**src/verilog/ctm_regs.vh**
```
// Purpose: register map, field positions and reset values of the compact timer
// Assumes: apb byte addresses, one aligned word per register
// Notes:   holding-buffer ordering is software's job
`ifndef CTM_REGS_VH
`define CTM_REGS_VH
// ==========================================================================
// register offsets
`define CTM_OFS_CTRL0     12'h000
`define CTM_OFS_CTRL1     12'h004
`define CTM_OFS_CNT_LO    12'h008
`define CTM_OFS_CNT_HI    12'h00c
`define CTM_OFS_CMP_LO    12'h010
`define CTM_OFS_CMP_HI    12'h014
`define CTM_OFS_FLAGS     12'h018
// ==========================================================================
// reset values
`define CTM_CTRL0_RST     8'h00
`define CTM_CTRL1_RST     8'h00
// ==========================================================================
// control zero fields
`define CTM_C0_PAUSE      7
`define CTM_C0_CKS_HI     6
`define CTM_C0_CKS_LO     4
`define CTM_C0_ON         3
`define CTM_C0_RP_HI      2
`define CTM_C0_RP_LO      0
// control one fields
`define CTM_C1_MODE_HI    7
`define CTM_C1_MODE_LO    6
`define CTM_C1_IO_HI      5
`define CTM_C1_IO_LO      4
`define CTM_C1_OC         3
`define CTM_C1_POL        2
`define CTM_C1_DPX        1
`define CTM_C1_CCLR       0
// ==========================================================================
// modes, pin actions, clock selects
`define CTM_MODE_CMP      2'h0
`define CTM_MODE_PWM      2'h2
`define CTM_MODE_TMR      2'h3
`define CTM_IO_NONE       2'h0
`define CTM_IO_LOW        2'h1
`define CTM_IO_HIGH       2'h2
`define CTM_IO_TOG        2'h3
`define CTM_CK_SYS4       3'h0
`define CTM_CK_SYS        3'h1
`define CTM_CK_H16        3'h2
`define CTM_CK_H64        3'h3
`define CTM_CK_SUB0       3'h4
`define CTM_CK_SUB1       3'h5
`define CTM_CNT_MAX       10'h3ff
`define CTM_PRE_W         6
`endif

```
**src/verilog/ctm_timer.v**
```verilog
// Purpose: compact 10-bit count-up timer with compare, pwm and timer modes
// Assumes: system and high clock ticks are derived from pclk; subsidiary
//          clock arrives on a pin and is synchronised
// Notes:   flags register is write-one-to-clear, set beats clear
//
// Operation
// - ten-bit counter advances on the selected tick while on and not paused
// - comparator p checks counter bits 9..7, comparator a all ten bits
// - software cannot write the counter; of its own writes only on rising edge clears it
// - pause holds the counter; releasing pause resumes from that value
// - clock select picks sys/4, sys, high/16, high/64, subsidiary, reserved
// - off stops and keeps the count; off-to-on resets it to zero
// - off-to-on returns the pin to its initial level in compare and pwm
// - period field gives field times 128 ticks; zero means 1024
// - clear-select 0 clears on p match; overflow only when field is zero
// - clear-select 1 clears on comparator a match instead
// - pwm ignores clear-select; swap bit picks the clearing comparator
// - mode field: 00 compare, 01 undefined, 10 pwm, 11 timer
// - compare mode a match: no change, low, high or toggle the pin
// - pwm pin action: inactive, active, waveform, undefined
// - output control sets initial level or pwm active level
// - polarity bit inverts the pin; no effect in timer mode
// - swap 0: period field is period, compare is duty; 1 swapped
// - timer mode leaves the pin undriven by timer state
// - counter clears by overflow or match raise an interrupt request; overflow sets no flag in pwm with period field zero or with clear-select 1
// - counter readable as read-only pair; compare value read-write pair
// - compare low write goes to buffer; high write commits both bytes
// - high byte read latches low byte into buffer for later low read
// - clear-select 1 with compare zero overflows at 3ff, no a or p flag
// - pwm duty not below period keeps the output active all period
//
// Local design decisions: the register offsets and the APB slave port.
`timescale 1ns/1ns
`default_nettype none
`include "ctm_regs.vh"
module ctm_timer (
  // clock and reset
  input  wire        pclk,
  input  wire        presetn,
  // apb slave
  input  wire        psel,
  input  wire        penable,
  input  wire        pwrite,
  input  wire [11:0] paddr,
  input  wire [31:0] pwdata,
  output reg  [31:0] prdata,
  output reg         pready,
  output reg         pslverr,
  // clock source pin
  input  wire        subsidiary_clock,
  // timer outputs
  output reg         timer_output_pin,
  output reg         timer_output_pin_inverted,
  output reg         timer_output_enable_n,
  output reg         compare_a_flag,
  output reg         compare_p_flag
);
  // ========================================================================
  // registers
  reg  [7:0]  ctrl0_r;
  reg  [7:0]  ctrl1_r;
  reg  [9:0]  cmp_r;
  reg  [7:0]  hold_r;
  reg  [9:0]  cnt_r;
  reg  [9:0]  cnt_nxt;
  reg  [`CTM_PRE_W-1:0] pre_r;
  reg  [2:0]  sub_sync_r;
  reg         on_d_r;
  reg         sub_lvl_r;
  reg         sub_lvl_d_r;
  reg         pin_r;
  reg         pin_nxt;
  reg         tick;
  reg         hit_a;
  reg         hit_p;
  reg         clr;
  reg         set_a;
  reg         set_p;
  reg         pwm_lvl;

  wire        pause        = ctrl0_r[`CTM_C0_PAUSE];
  wire [2:0]  cks          = ctrl0_r[`CTM_C0_CKS_HI:`CTM_C0_CKS_LO];
  wire        on_bit       = ctrl0_r[`CTM_C0_ON];
  wire [2:0]  rp           = ctrl0_r[`CTM_C0_RP_HI:`CTM_C0_RP_LO];
  wire [1:0]  mode         = ctrl1_r[`CTM_C1_MODE_HI:`CTM_C1_MODE_LO];
  wire [1:0]  io           = ctrl1_r[`CTM_C1_IO_HI:`CTM_C1_IO_LO];
  wire        oc           = ctrl1_r[`CTM_C1_OC];
  wire        pol          = ctrl1_r[`CTM_C1_POL];
  wire        dpx          = ctrl1_r[`CTM_C1_DPX];
  wire        cclr         = ctrl1_r[`CTM_C1_CCLR];
  wire        on_rise      = on_bit & ~on_d_r;
  wire        acc          = psel & penable;
  wire        wr           = acc & pwrite;
  wire        sub_edge     = sub_lvl_r & ~sub_lvl_d_r;
  // only the first access edge clears, like every other register write
  wire        w1c          = wr & ~pready & (paddr == `CTM_OFS_FLAGS);

  // count sits at 3ff on a tick, so the next step wraps
  function at_top;
    input       t;
    input [9:0] c;
    begin
      at_top = t & (c == `CTM_CNT_MAX);
    end
  endfunction

  // period and duty in ticks; zero period field means the full 1024
  function [10:0] p_ticks;
    input [2:0] f;
    begin
      p_ticks = (f == 3'h0) ? 11'h400 : {1'b0, f, 7'h00};
    end
  endfunction

  // address decode shared by read and write paths
  function known;
    input [11:0] a;
    begin
      known = (a == `CTM_OFS_CTRL0) | (a == `CTM_OFS_CTRL1) |
              (a == `CTM_OFS_CNT_LO) | (a == `CTM_OFS_CNT_HI) |
              (a == `CTM_OFS_CMP_LO) | (a == `CTM_OFS_CMP_HI) |
              (a == `CTM_OFS_FLAGS);
    end
  endfunction

  // ========================================================================
  // subsidiary pin: level taken once stages two and three agree, so a
  // single-cycle glitch on the pin never makes a tick
  always @(posedge pclk or negedge presetn) begin
    if (!presetn) begin
      sub_lvl_r   <= 1'b0;
      sub_lvl_d_r <= 1'b0;
    end else begin
      if (sub_sync_r[1] == sub_sync_r[2])
        sub_lvl_r <= sub_sync_r[2];
      sub_lvl_d_r <= sub_lvl_r;
    end
  end

  // ========================================================================
  // tick selection
  always @* begin
    case (cks)
      `CTM_CK_SYS4: tick = (pre_r[1:0] == 2'h3);
      `CTM_CK_SYS:  tick = 1'b1;
      `CTM_CK_H16:  tick = (pre_r[3:0] == 4'hf);
      `CTM_CK_H64:  tick = (pre_r == 6'h3f);
      `CTM_CK_SUB0: tick = sub_edge;
      `CTM_CK_SUB1: tick = sub_edge;
      default:      tick = 1'b0;
    endcase
  end

  // ========================================================================
  // comparators and clear choice
  always @* begin
    hit_a = tick & (cnt_r == cmp_r);
    hit_p = tick & (rp != 3'h0) & (cnt_r[9:7] == rp);
    clr   = 1'b0;
    set_a = 1'b0;
    set_p = 1'b0;
    if (mode == `CTM_MODE_PWM) begin
      // in pwm a value of zero clears at the full 1024 count
      if (dpx)
        clr = (cmp_r == 10'h000) ? at_top(tick, cnt_r) : hit_a;
      else
        clr = (rp == 3'h0) ? at_top(tick, cnt_r) : hit_p;
      set_a = hit_a;
      set_p = hit_p;
    end else if (cclr) begin
      // a zero compare value must not clear every tick; it wraps at 3ff
      clr   = (cmp_r == 10'h000) ? at_top(tick, cnt_r) : hit_a;
      set_a = hit_a & (cmp_r != 10'h000);
    end else begin
      clr   = hit_p | ((rp == 3'h0) & at_top(tick, cnt_r));
      set_a = hit_a;
      set_p = hit_p | ((rp == 3'h0) & at_top(tick, cnt_r));
    end
  end

  // ========================================================================
  // counter next value
  always @* begin
    cnt_nxt = cnt_r;
    if (on_rise)
      cnt_nxt = 10'h000;
    else if (on_bit & ~pause & tick) begin
      if (clr)
        cnt_nxt = 10'h000;
      else
        cnt_nxt = cnt_r + 10'h001;
    end
  end

  // ========================================================================
  // pwm level: active while count below duty, full when duty covers period
  always @* begin
    if (dpx)
      pwm_lvl = ({1'b0, cnt_r} < p_ticks(rp)) |
                (p_ticks(rp) >= ((cmp_r == 10'h000) ? 11'h400
                                 : {1'b0, cmp_r}));
    else
      pwm_lvl = ({1'b0, cnt_r} < {1'b0, cmp_r}) |
                ({1'b0, cmp_r} >= p_ticks(rp));
  end

  // ========================================================================
  // pin next value
  always @* begin
    pin_nxt = pin_r;
    if (on_rise)
      pin_nxt = (mode == `CTM_MODE_PWM) ? ~oc : oc;
    else if (mode == `CTM_MODE_CMP) begin
      if (set_a & on_bit & ~pause) begin
        case (io)
          `CTM_IO_LOW:  pin_nxt = 1'b0;
          `CTM_IO_HIGH: pin_nxt = 1'b1;
          `CTM_IO_TOG:  pin_nxt = ~pin_r;
          default:      pin_nxt = pin_r;
        endcase
      end
    end else if (mode == `CTM_MODE_PWM) begin
      // active level follows output control
      case (io)
        `CTM_IO_NONE: pin_nxt = ~oc;
        `CTM_IO_LOW:  pin_nxt = oc;
        `CTM_IO_HIGH: pin_nxt = on_bit ? (pwm_lvl ? oc : ~oc) : pin_r;
        default:      pin_nxt = pin_r;
      endcase
    end
  end

  // ========================================================================
  // timer state
  always @(posedge pclk or negedge presetn) begin
    if (!presetn) begin
      cnt_r      <= 10'h000;
      pre_r      <= {`CTM_PRE_W{1'b0}};
      sub_sync_r <= 3'h0;
      on_d_r     <= 1'b0;
      pin_r      <= 1'b0;
    end else begin
      cnt_r      <= cnt_nxt;
      pre_r      <= pre_r + {{(`CTM_PRE_W-1){1'b0}}, 1'b1};
      // first stage feeds only the second stage
      sub_sync_r <= {sub_sync_r[1:0], subsidiary_clock};
      on_d_r     <= on_bit;
      pin_r      <= pin_nxt;
    end
  end

  // ========================================================================
  // outputs, straight from flip-flops
  always @(posedge pclk or negedge presetn) begin
    if (!presetn) begin
      timer_output_pin          <= 1'b0;
      timer_output_pin_inverted <= 1'b1;
      timer_output_enable_n     <= 1'b1;
      compare_a_flag            <= 1'b0;
      compare_p_flag            <= 1'b0;
    end else begin
      timer_output_pin          <= pin_nxt ^ pol;
      timer_output_pin_inverted <= ~(pin_nxt ^ pol);
      // timer mode and the undefined mode release the pin
      timer_output_enable_n     <= ~((mode == `CTM_MODE_CMP) |
                                     (mode == `CTM_MODE_PWM));
      // set wins over a same-cycle clear
      compare_a_flag <= (set_a & on_bit & ~pause) |
                        (compare_a_flag & ~(w1c & pwdata[0]));
      compare_p_flag <= (set_p & on_bit & ~pause) |
                        (compare_p_flag & ~(w1c & pwdata[1]));
    end
  end

  // ========================================================================
  // apb registers; the buffer pairs accesses, so order matters to software
  always @(posedge pclk or negedge presetn) begin
    if (!presetn) begin
      ctrl0_r <= `CTM_CTRL0_RST;
      ctrl1_r <= `CTM_CTRL1_RST;
      cmp_r   <= 10'h000;
      hold_r  <= 8'h00;
      prdata  <= 32'h0000_0000;
      pready  <= 1'b0;
      pslverr <= 1'b0;
    end else begin
      // one wait state: answer in the cycle after the first access cycle
      pready  <= acc & ~pready;
      pslverr <= acc & ~pready & ~known(paddr);
      prdata  <= 32'h0000_0000;
      if (acc & ~pready) begin
        if (pwrite) begin
          case (paddr)
            `CTM_OFS_CTRL0:  ctrl0_r <= pwdata[7:0];
            `CTM_OFS_CTRL1:  ctrl1_r <= pwdata[7:0];
            `CTM_OFS_CMP_LO: hold_r  <= pwdata[7:0];
            `CTM_OFS_CMP_HI: cmp_r   <= {pwdata[1:0], hold_r};
            default:         hold_r  <= hold_r;
          endcase
        end else begin
          case (paddr)
            `CTM_OFS_CTRL0:  prdata <= {24'h000000, ctrl0_r};
            `CTM_OFS_CTRL1:  prdata <= {24'h000000, ctrl1_r};
            `CTM_OFS_CNT_LO: prdata <= {24'h000000, hold_r};
            `CTM_OFS_CNT_HI: begin
              prdata <= {30'h0, cnt_r[9:8]};
              hold_r <= cnt_r[7:0];
            end
            `CTM_OFS_CMP_LO: prdata <= {24'h000000, hold_r};
            `CTM_OFS_CMP_HI: begin
              prdata <= {30'h0, cmp_r[9:8]};
              hold_r <= cmp_r[7:0];
            end
            `CTM_OFS_FLAGS:  prdata <= {30'h0, compare_p_flag,
                                        compare_a_flag};
            default:         prdata <= 32'h0000_0000;
          endcase
        end
      end
    end
  end
endmodule
`default_nettype wire

```
**config.mk**
```make
export PLATFORM = sky130hd
export DESIGN_NAME = ctm_timer
export DESIGN_NICKNAME = d
export VERILOG_FILES = /design/src/verilog/ctm_timer.v
export VERILOG_INCLUDE_DIRS = /design/src /design/src/verilog
export SDC_FILE = /design/constraint.sdc
export NUM_CORES = 1
export LEC_CHECK = 0
export BUFFER_PORTS_ARGS = -buffer_cell sky130_fd_sc_hd__buf_2
export CAP_MARGIN = 25
export CORE_MARGIN = 4
export CORE_UTILIZATION = 45
export DETAILED_ROUTE_END_ITERATION = 6
export PLACE_DENSITY = 0.67
export REMOVE_ABC_BUFFERS = 1
export SLEW_MARGIN = 20
export SYNTH_ARGS = -nofsm -noshare
export SYNTH_HDL_FRONTEND = slang
export SYNTH_SLANG_ARGS = --single-unit
```
**constraint.sdc**
```tcl
create_clock -name pclk -period 2.6 [get_ports pclk]
set_clock_uncertainty 0.2 [all_clocks]
set_input_delay 0.13 -clock pclk [delete_from_list [all_inputs] [get_ports pclk]]
set_output_delay 0.13 -clock pclk [all_outputs]
set_load 0.01 [all_outputs]
```
==> results.toml <==
[sta]
layout_min_cycle_time_ns = 2.67
tns_ns = -0.144
setup_viol = 3
period_share = 1.03
max_freq_ghz = 0.374
finalWorstSetupSlack_ns = -0.0739
hold_violations = 0
hold_slack_ns = 0.0217
drv_slew = 0
relSlewSlack = 0.651
worst_pin_slew_ns = 0.522
rsz0062_at_grt = "yes"

[outcome]
status = "complete, but fails checks"
violations = "negative setup slack"

[route]
wl_per_cell_um = 17.1
firstDrtPassIters = 5
antenna_left = 0
routed_via_density = 5.51
drt_first_iter_violations = 211
num_vias = 3769
finalWirelength_mm = 11.7
drc = 0

[worst_setup_path]
crit_type = "flip-flop to flip-flop"
critical_path_required_ns = 2.68
crit_buf_inv = 1
slowest_delay_ns = 0.52
cp_top_family = "simple AND/OR/NAND/NOR gates"
arrival_ns = 2.76
cpMaxStageDelayCell = "or4_4"
path_cells = "inv_2, ha_4, nand4_1, nor3_2, o21ai_2, o311a_1, or4_4, o211a_1"
cp_max_fo = 3
critPathLaunchType = "flip-flop"
endpoint_kind = "flip-flop"

[logic_synthesis]
ys_ff_latch = 72
syn_avg_cell_area_um2 = 9.65
yosysSeqAreaShare = 0.412
synth_ff_type = "dfrtp_1"
synth_top_area_cell = "dfrtp_1"
synthTopCellsByArea = "dfrtp_1, mux2_2, ha_1"
syn_area_mm2 = 0.00438
yosysTopAreaCellShare = 0.400
synth.distinct_cells = 65
ys.warnings.count = 0
synthArstFlopShare = 1.00
syn_inst = 454
synth-edff-count = 0

[global_routing]
track_usage = 0.204
grt_antenna_before_repair = 0
overflow = 0
grt_max_degree = 34
grt_pass1_wl_mm = 18.3
grt_pass1_vias = 3545

[floorplanning]
dieArea_mm2 = 0.0114
ioPinCount = 89
die_h_um = 107
initial_core_util = 0.468
die_w_um = 107
coreArea_mm2 = 0.00937
row_count = 35

[cts]
clk_pin_slew_worst_paths_ns = 0.08
cts_max_path_buffers = 2
cts_tree = "done"
htreeDepth = 3
numCtsBuffers = 9
root_buffer = "clkbuf_8"
clk_latency_ns = 0.36
cts_sinks = 72

[power]
powerDensity_mw_per_mm2 = 420
finalPower_mw = 2.31
p_leak_nw = 2.60
irDropWorstVdd_mv = 0.320

[hold_path]
hp-class = "primary input to flip-flop"

[finish]
final_nets = 621
post-route-cell-area_mm2 = 0.00550
syn_to_final_growth_pct = 25.6
final_cells = 684
drive_gt1_frac = 0.314
utilization = 0.587
diodes = 0

[placed_design]
dp_slack_ns = -0.246
dpl_cell_area_mm2 = 0.00490
dp_hpwl_mm = 8.42
portBuffers = 40
gp_congestion = 0.953
placed_cells = 644

[run]
cap_violations = 0
[per-layer routing]
metal / part of all wire / wire length (um) / track usage / up-vias
li1: - / - / - / 1770
met1: 0.44 / 5120 / 0.272 / 1821
met2: 0.49 / 5700 / 0.344 / 146
met3: 0.054 / 632 / 0.0349 / 32
met4: 0.021 / 244 / 0.0557 / 0
met5: 0 / 0 / 0 / -
[worst reg2reg max path, delay by kind of cell (launching register included)]
kind | cells | cell delay, ns
AO/OA/AOI/OAI | 3 | 0.68
adder cells (fa/ha/maj) | 1 | 0.26
buffers and inverters | 1 | 0.08
flip-flops | 1 | 0.45
AND/OR/NAND/NOR | 3 | 0.94
[state kept, by name (all words and copies together), names as in the netlist]
name / flops
sub_sync_r: 3
timer_output_pin: 1
cnt_r: 10
pslverr: 1
compare_p_flag: 1
ctrl0_r: 8
pre_r: 6
pin_r: 1
pready: 1
timer_output_enable_n: 1
hold_r: 8
timer_output_pin_inverted: 1
on_d_r: 1
compare_a_flag: 1
sub_lvl_r: 1
prdata: 8
ctrl1_r: 8
sub_lvl_d_r: 1
cmp_r: 10
[logic make-up after synthesis]
kind of cell    synth area share
flops                      0.412
buf+inv                   0.0859
simple gates               0.175
compound gates             0.144
mux                        0.106
fa+ha+maj                 0.0622
other cells             0.000856
xor+xnor                  0.0140
[cells in the final DEF, fill, tap and decap left out, types with 4 or more instances in the layout]
master and instances:
dfrtp_1 69, nand2_1 51, buf_4 51, buf_2 40, o21ai_0 33, mux2_2 24
conb_1 24, inv_1 22, nor2_1 19, mux2i_1 16, ha_1 16, dlygate4sd3_1 14
nand3_1 10, a21oi_1 10, nor3_1 9, clkbuf_8 9, and3_1 8, nand2b_1 8
a22oi_1 6, a21o_1 5, nor3_2 4, xnor2_1 4, nand4_1 4, ha_4 4
[cells in the mapped netlist, types with 3 or more instances]
cell,count
dfrtp_1,70
nand2_1,51
o21ai_0,36
buf_4,27
inv_1,24
mux2_2,24
ha_1,21
nor2_1,19
mux2i_1,18
clkbuf_1,13
nor3_1,13
a21oi_1,10
nand3_1,10
and3_1,8
nand2b_1,8
a22oi_1,6
a21o_1,5
a211oi_1,4
nand4_1,4
nor3b_1,4
xnor2_1,4
a31oi_1,3
buf_2,3
nor2b_1,3
nor4_1,3
o211ai_1,3
o22ai_1,3
o31ai_1,3
or2_2,3
or3_1,3
xor2_1,3
[area by class of cell]
type | instances | area [um^2]
inverters | 24 | 90.1
clock buffers | 9 | 124
clock inverters | 7 | 104
flip-flops and latches | 72 | 1810
multi-input cells | 336 | 2450
repair buffers | 107 | 763
fillers | 820 | 3870
well taps | 129 | 161
[where the power goes]
group | switching (mW) | internal (mW) | total, mW | leakage (nW)
clock | 0.470 | 0.551 | 1.02 | 0.108
sequential | 0.00559 | 1.13 | 1.14 | 0.912
combinational | 0.0954 | 0.0569 | 0.152 | 1.58
total | 0.571 | 1.74 | 2.31 | 2.60
[path summary, 6_finish.rpt]
kind	to	startpoint	cells after the start	slack, ns
min reg2reg	sub_sync_r[1]$_DFF_PN0_	sub_sync_r[0]$_DFF_PN0_	0	0.16
min in group asynchronous	timer_output_enable_n$_DFF_PN1_	presetn	2	0.08
max in group asynchronous	ctrl1_r[5]$_DFFE_PN0P_	presetn	3	1.21
min	pslverr$_DFF_PN0_	paddr[3]	3	0.02
max reg2reg	timer_output_pin_inverted$_DFF_PN1_	cmp_r[6]$_DFFE_PN0P_	8	-0.07
max	timer_output_pin_inverted$_DFF_PN1_	cmp_r[6]$_DFFE_PN0P_	8	-0.07
[timing repair]
action / 4_1_cts / 5_1_grt
buffers inserted: 3 / 6
resized for setup: 11 / 19
hold endpoints to repair: 101 / 0
pin swaps: 4 / 14
endpoints found under the setup margin: 7 / 9
cloned: 0 / 1
hold buffers: 14 / 0
Note: power is estimated with default switching activity, not from simulation.
